==> config.mk <==
export PLATFORM = sky130hd
export DESIGN_NAME = pst_table_access
export DESIGN_NICKNAME = d
export VERILOG_FILES = /design/src/pst_pkg.sv /design/src/pst_table_access.sv
export SDC_FILE = /design/constraint.sdc
export NUM_CORES = 1
export LEC_CHECK = 0
export BUFFER_PORTS_ARGS = -buffer_cell sky130_fd_sc_hd__buf_4
export CAP_MARGIN = 20
export CORE_MARGIN = 5
export CORE_UTILIZATION = 45
export CTS_BUF_LIST = sky130_fd_sc_hd__clkbuf_4
export CTS_CLUSTER_SIZE = 28
export DETAILED_ROUTE_END_ITERATION = 6
export PLACE_DENSITY = 0.83
export SYNTH_ARGS = -nofsm -noshare
export SYNTH_HDL_FRONTEND = slang
export SYNTH_SLANG_ARGS = --single-unit
==> constraint.sdc <==
create_clock -name clk -period 3.7 [get_ports clk]
set_input_delay 0.185 -clock clk [delete_from_list [all_inputs] [get_ports clk]]
set_output_delay 0.185 -clock clk [all_outputs]
set_load 0.01 [all_outputs]
==> src/pst_pkg.sv <==
package pst_pkg;
   // ----------------------------------------
   // Address map
   // ----------------------------------------
   localparam logic [23:0] PST_CFG_BASE_SMALL = 24'h0157f8;
   localparam logic [23:0] PST_CFG_LAST_SMALL = 24'h0157fe;
   localparam logic [23:0] PST_CFG_BASE_LARGE = 24'h02abf8;
   localparam logic [23:0] PST_CFG_LAST_LARGE = 24'h02abfe;
   localparam int          PST_CFG_WORDS      = 4;
   localparam int          PST_PAGE_CFG_BIT   = 7;
   localparam logic [15:0] PST_PHANTOM_DATA   = 16'h0000;
   localparam logic [15:0] PST_PAGE_RST       = 16'h0000;

   // ----------------------------------------
   // Types
   // ----------------------------------------
   typedef enum logic [1:0] {
      PST_ST_IDLE = 2'b00,
      PST_ST_WAIT = 2'b01,
      PST_ST_LOAD = 2'b11
   } pst_state_e;

   typedef struct packed {
      logic        valid;
      logic        write;
      logic        high;
      logic        byte_mode;
      logic [15:0] offset;
      logic [15:0] wdata;
   } pst_req_s;

   typedef struct packed {
      logic        done;
      logic [15:0] rdata;
   } pst_rsp_s;
endpackage

==> src/pst_table_access.sv <==
`timescale 1ns/100ps
module pst_table_access
   import pst_pkg::*;
#(
   parameter bit LARGE_PART = 1'b1
) (
   input  wire logic        clk,
   input  wire logic        srst,
   input  wire pst_req_s    core_req,
   input  wire logic [15:0] page_wdata,
   input  wire logic        page_we,
   output pst_rsp_s         core_rsp,
   output logic [15:0]      page_rdata,
   output logic [23:0]      mem_addr,
   output logic             mem_rd,
   input  wire logic [23:0] mem_rdata,
   output logic             latch_we,
   output logic [1:0]       latch_be,
   output logic [23:0]      latch_wdata,
   output logic [95:0]      cfg_regs,
   output logic             cfg_valid
);
   // ----------------------------------------
   // Page register and address forming
   // ----------------------------------------
   logic [15:0] table_page_register_r;
   pst_state_e  state_r;
   pst_state_e  state_nxt;
   logic [1:0]  cfg_idx_r;
   logic        cfg_space;
   logic        cur_high_r;
   logic        cur_byte_r;
   logic        cur_sel_r;
   logic [23:0] cfg_base;
   logic [23:0] req_addr;
   logic        rd_go;
   logic        wr_go;

   assign cfg_base  = LARGE_PART ? PST_CFG_BASE_LARGE : PST_CFG_BASE_SMALL;
   assign cfg_space = table_page_register_r[PST_PAGE_CFG_BIT];
   // Word address ignores offset bit 0, which is the byte select
   assign req_addr  = {table_page_register_r[7:0], core_req.offset[15:1], 1'b0};
   // Requests wait for the copy; the sequencer is busy until then
   assign rd_go = core_req.valid && !core_req.write && state_r == PST_ST_IDLE;
   assign wr_go = core_req.valid && core_req.write && state_r == PST_ST_IDLE
                  && !cfg_space;

   // ----------------------------------------
   // Read data steering
   // ----------------------------------------
   logic [15:0] lo_data;
   logic [15:0] hi_data;
   logic [15:0] rd_sel;
   assign lo_data = cur_byte_r ? {8'h00, cur_sel_r ? mem_rdata[15:8] : mem_rdata[7:0]}
                               : mem_rdata[15:0];
   assign hi_data = (cur_byte_r && cur_sel_r) ? PST_PHANTOM_DATA
                                              : {8'h00, mem_rdata[23:16]};
   assign rd_sel  = cur_high_r ? hi_data : lo_data;

   // ----------------------------------------
   // Sequencer
   // ----------------------------------------
   always_comb begin
      state_nxt = state_r;
      case (state_r)
         PST_ST_LOAD: state_nxt = (cfg_idx_r == 2'(PST_CFG_WORDS - 1)) ? PST_ST_WAIT
                                                                        : PST_ST_LOAD;
         PST_ST_WAIT: state_nxt = PST_ST_IDLE;
         default:     state_nxt = rd_go ? PST_ST_WAIT : PST_ST_IDLE;
      endcase
   end

   always_ff @(posedge clk) begin
      if (srst) begin
         state_r               <= PST_ST_LOAD;
         cfg_idx_r             <= 2'h0;
         table_page_register_r <= PST_PAGE_RST;
      end else begin
         state_r <= state_nxt;
         if (state_r == PST_ST_LOAD)
            cfg_idx_r <= cfg_idx_r + 2'h1;
         if (page_we)
            table_page_register_r <= page_wdata;
      end
   end

   // ----------------------------------------
   // Request capture
   // ----------------------------------------
   // Only reads need their shape kept; writes finish in one cycle
   always_ff @(posedge clk) begin
      if (srst) begin
         cur_high_r <= 1'b0;
         cur_byte_r <= 1'b0;
         cur_sel_r  <= 1'b0;
      end else if (rd_go) begin
         cur_high_r <= core_req.high;
         cur_byte_r <= core_req.byte_mode;
         cur_sel_r  <= core_req.offset[0];
      end
   end

   // ----------------------------------------
   // Memory port
   // ----------------------------------------
   logic        load_capture;
   logic        load_done;
   logic [1:0]  load_slot_r;
   logic        mem_rd_nxt;
   logic [23:0] load_addr;
   logic [23:0] mem_addr_nxt;

   // Flash data stands in the cycle mem_rd is high, one cycle after the address is chosen, so the copy lags one word
   assign load_capture = (state_r == PST_ST_WAIT && !cfg_valid)
                         || (state_r == PST_ST_LOAD && cfg_idx_r != 2'h0);
   assign load_done    = state_r == PST_ST_WAIT
                         && load_slot_r == 2'(PST_CFG_WORDS - 1);
   assign load_addr    = cfg_base + {21'h0, cfg_idx_r, 1'b0};
   assign mem_rd_nxt   = state_r == PST_ST_LOAD || rd_go;
   // Writes steer the address too, so the latch knows where it lands
   assign mem_addr_nxt = (state_r == PST_ST_LOAD) ? load_addr
                       : (rd_go || wr_go)          ? req_addr
                       :                             mem_addr;

   always_ff @(posedge clk) begin
      if (srst) begin
         mem_addr    <= 24'h000000;
         mem_rd      <= 1'b0;
         load_slot_r <= 2'h0;
      end else begin
         mem_addr <= mem_addr_nxt;
         mem_rd   <= mem_rd_nxt;
         if (state_r == PST_ST_LOAD)
            load_slot_r <= cfg_idx_r;
      end
   end

   // ----------------------------------------
   // Configuration copy
   // ----------------------------------------
   always_ff @(posedge clk) begin
      if (srst) begin
         cfg_regs  <= '0;
         cfg_valid <= 1'b0;
      end else begin
         // Straight copy, nothing scattered: each 24-bit word lands whole in its own register slot
         if (load_capture)
            cfg_regs[load_slot_r*24 +: 24] <= mem_rdata;
         if (load_done)
            cfg_valid <= 1'b1;
      end
   end

   // ----------------------------------------
   // Write latch
   // ----------------------------------------
   logic [1:0]  wr_be;
   logic [23:0] wr_data;
   logic [23:0] lo_byte_data;

   // Low byte writes keep be 01; the select only moves the byte lane
   assign lo_byte_data = core_req.offset[0] ? {8'h00, core_req.wdata[7:0], 8'h00}
                                            : {16'h0000, core_req.wdata[7:0]};
   // High writes ignore byte mode: only one real byte lives up there
   assign wr_be        = core_req.high ? 2'b10 : 2'b01;
   assign wr_data      = core_req.high      ? {core_req.wdata[7:0], 16'h0000}
                       : core_req.byte_mode ? lo_byte_data
                       :                      {8'h00, core_req.wdata};

   always_ff @(posedge clk) begin
      if (srst) begin
         latch_we    <= 1'b0;
         latch_be    <= 2'h0;
         latch_wdata <= 24'h000000;
      end else begin
         latch_we <= wr_go;
         if (wr_go) begin
            latch_be    <= wr_be;
            latch_wdata <= wr_data;
         end
      end
   end

   // ----------------------------------------
   // Responses
   // ----------------------------------------
   logic        rd_done;
   logic        wr_done;

   assign rd_done = state_r == PST_ST_WAIT && cfg_valid;
   // Refused config-space writes still complete; the latch and mem_addr stay quiet
   assign wr_done = core_req.valid && core_req.write && state_r == PST_ST_IDLE;

   always_ff @(posedge clk) begin
      if (srst) begin
         core_rsp   <= '0;
         page_rdata <= PST_PAGE_RST;
      end else begin
         core_rsp.done  <= rd_done || wr_done;
         // Zero outside the done cycle so a stale word never leaks
         core_rsp.rdata <= rd_done ? rd_sel : 16'h0000;
         page_rdata     <= page_we ? page_wdata : table_page_register_r;
      end
   end
endmodule

==> metrics <==
final instance area 0.0111 sq mm; I/O pin total approximately 260; hpwl dp roughly 19 mm; period utilisation layout 0.774; Synth area leaders dfxtp_1 47%, a21oi_1 5.7%, nand3_1 5.6%, nand2_1 5.5%, mux2i_1 5.2%; first-pass GRT wire length approximately 43 mm; average wire per standard cell 18.9 microns; Ys Warns 0; Synth area leader dfxtp_1; final setup TNS 0 ns; EDFF count, synth 0; leakage power roughly 4.6 nW; cts hold-fix bufs 81; #FFs+latches synth 190; RSZ-0062 raised after global routing no; mean number of vias per cell ~5.6; Reg clk slew, reported paths about 0.15 ns; synth cell count leaders 190 x dfxtp_1, 119 x nand2_1, 92 x a21oi_1, 91 x nand3_1, 75 x clkbuf_1; Max Slew Vio Count 0; RePlAce Congestion roughly 0.9; R2R depth 7; worst rel slew slack 0.324; via count about 8400; Chip Width between 100 and 150 microns; Num CTS Buffers 17; minimum clock period roughly 2.9 ns; port bufs about 260; CTS HTree Levels 4; area of the mapped netlist between 0.008 and 0.009 sq mm; critical path required time about 4.2 ns; synth unique cells 48; Die H between 100 and 150 microns; Routed Antenna Nets 0; share of cells above drive strength 1 0.239; Initial Util 0.454; reg2reg setup slack ~0.84 ns; gr ovfl total 0; Final #Nets roughly 1300; hold path startpoint core_req[34]; Min-Delay Path Class input pin to register; WL final ~28 mm; post_cts resized 0; peak supply drop ~0.45 mV; Hold Path Depth 4; num rows just under 50; critical-path maximum fanout 60; WS Path Type register to register; CTS tree done; Core Box Area around 0.018 sq mm; final setup fails 0; initial antenna violation count 1; Hold Crit Endpoint mem_rd; Placement Cell Area a little over 0.01 sq mm; Max Cap Viol 0; average cell area after synthesis ~8.3 sq um; Arr. time, crit path roughly 3.4 ns; post-synthesis sequential area ratio 0.470; Async SR Flop Fraction 0; CTS sink count 190; final hold slack between 0.05 and 0.06 ns; Tightest Pin Transition roughly 1.0 ns; vias in the first global route 7917; DIE AREA 0.0208 sq mm; postcts setup bufs 0; max frequency about 350 MHz; Iter 0 DRT Violations 928; Synth Flop Type dfxtp_1; R2R Path Start load_slot_r[1]; share of the synthesized area in the top cell type 0.470; CP Capture Type register; syn nets approximately 1100; worst skew pair latency roughly 0.58 ns; PD cells around 500 mW/mm^2; final setup skew ~0.016 ns; Mapped Cells 974; r2r endpoint cfg_regs[23]; Tot GR Track Use 0.266; most numerous cell in the Yosys netlist dfxtp_1; outcome completed; Final Hold Vio Count 0; largest net degree at the start of global routing approximately 110; clk buf depth 2; drt pass-1 iters 6; Critical Path Start Type register; DR DRC count 0; Root Buffer clkbuf_4; P&R area growth vs syn 37.2%
[through the flow]
stage	power, mW	setup WS, ns	utilization	std cells
final	5.63	0.836	0.623	1496
after global routing	5.97	0.575	0.623	1496
after CTS	5.61	0.870	0.623	1495
after detailed placement	4.55	0.925	0.564	1382
after global placement	4.52	1.05	0.564	1382
after floorplan	3.83	1.03	-	974
[kinds of logic after synthesis]
logic type / count (synthesis) / synth area share
AOI/OAI and AO/OA: 199 / 0.150
buffers and inverters: 103 / 0.0494
DFF: 190 / 0.470
xor gates and xnor gates: 2 / 0.00216
and+or+nand+nor: 428 / 0.262
muxes: 42 / 0.0519
adders and majority gates: 9 / 0.0139
other: 1 / 0.000463
[per-layer routing]
layer / global-route usage / part of all wire / up-vias / wire (microns)
met5: 0 / 0 / - / 0
met4: 0.109 / 0.039 / 0 / 1100
met3: 0.0890 / 0.11 / 88 / 3160
met2: 0.423 / 0.46 / 474 / 13100
met1: 0.332 / 0.39 / 3874 / 11000
li1: - / - / 3948 / -
[layout by cell type (no fill, tap or decap), types with 5 or more instances in the layout]
master           n
or3_1            9
a221oi_1         7
a21oi_1         92
clkinv_1         6
a21o_1           8
dlygate4sd3_1   81
clkbuf_4        18
a22o_1           8
nor3_1          36
nor2_1          73
a22oi_1         28
ha_1             8
or4_1            6
and2_1          23
a211oi_1         5
inv_1           11
nand3_1         91
nor2b_1         11
buf_4          271
o32ai_1          5
nand3b_1        33
nand2b_1         8
mux2i_1         42
o21ai_0         32
nand2_1        119
dfxtp_1        190
[power by group]
group	total, mW	switching, mW	internal, mW
registers	2.38	0.137	2.24
logic	2.23	1.39	0.840
clock network	1.02	0.741	0.274
[registers in the layout (all words and copies together), names as in the netlist]
register / cells
state_r: 2
cfg_regs: 96
mem_addr: 23
latch_we: 1
cfg_idx_r: 2
cur_high_r: 1
cur_sel_r: 1
latch_be: 2
load_slot_r: 2
latch_wdata: 24
page_rdata: 16
cur_byte_r: 1
cfg_valid: 1
mem_rd: 1
core_rsp: 17
[worst max-delay path by stage]
stage | startpoint | to | cells past startpoint | slack, ns
2_1_floorplan | load_slot_r[0] | cfg_regs[57] | 10 | 1.03
6_report | load_slot_r[1] | cfg_regs[23] | 7 | 0.84
3_3_place_gp | load_slot_r[0] | cfg_regs[18] | 8 | 1.05
5_1_grt | load_slot_r[1] | cfg_regs[23] | 7 | 0.58
3_5_place_dp | load_slot_r[1] | cfg_regs[23] | 7 | 0.93
4_1_cts | load_slot_r[1] | cfg_regs[20] | 7 | 0.87
[final cells by class]
type | count | area (sq um)
fillers | 1473 | 6730
multi-input cells | 681 | 3900
flip-flops and latches | 190 | 3800
repair buffers | 352 | 2850
well taps | 229 | 287
clock buffers | 18 | 135
clock inverters | 14 | 93.8
inverters | 11 | 41.3
diodes | 1 | 2.50
[critical path, cell delays in order, from the launching register on]
cell and delay, ns:
dfxtp_1 0.47, inv_1 0.12, ha_2 0.35, buf_4 0.49, inv_1 0.26, nor3_1 0.68
a221oi_1 0.20, nor3_1 0.21
Note: power is estimated with default switching activity, not from simulation.
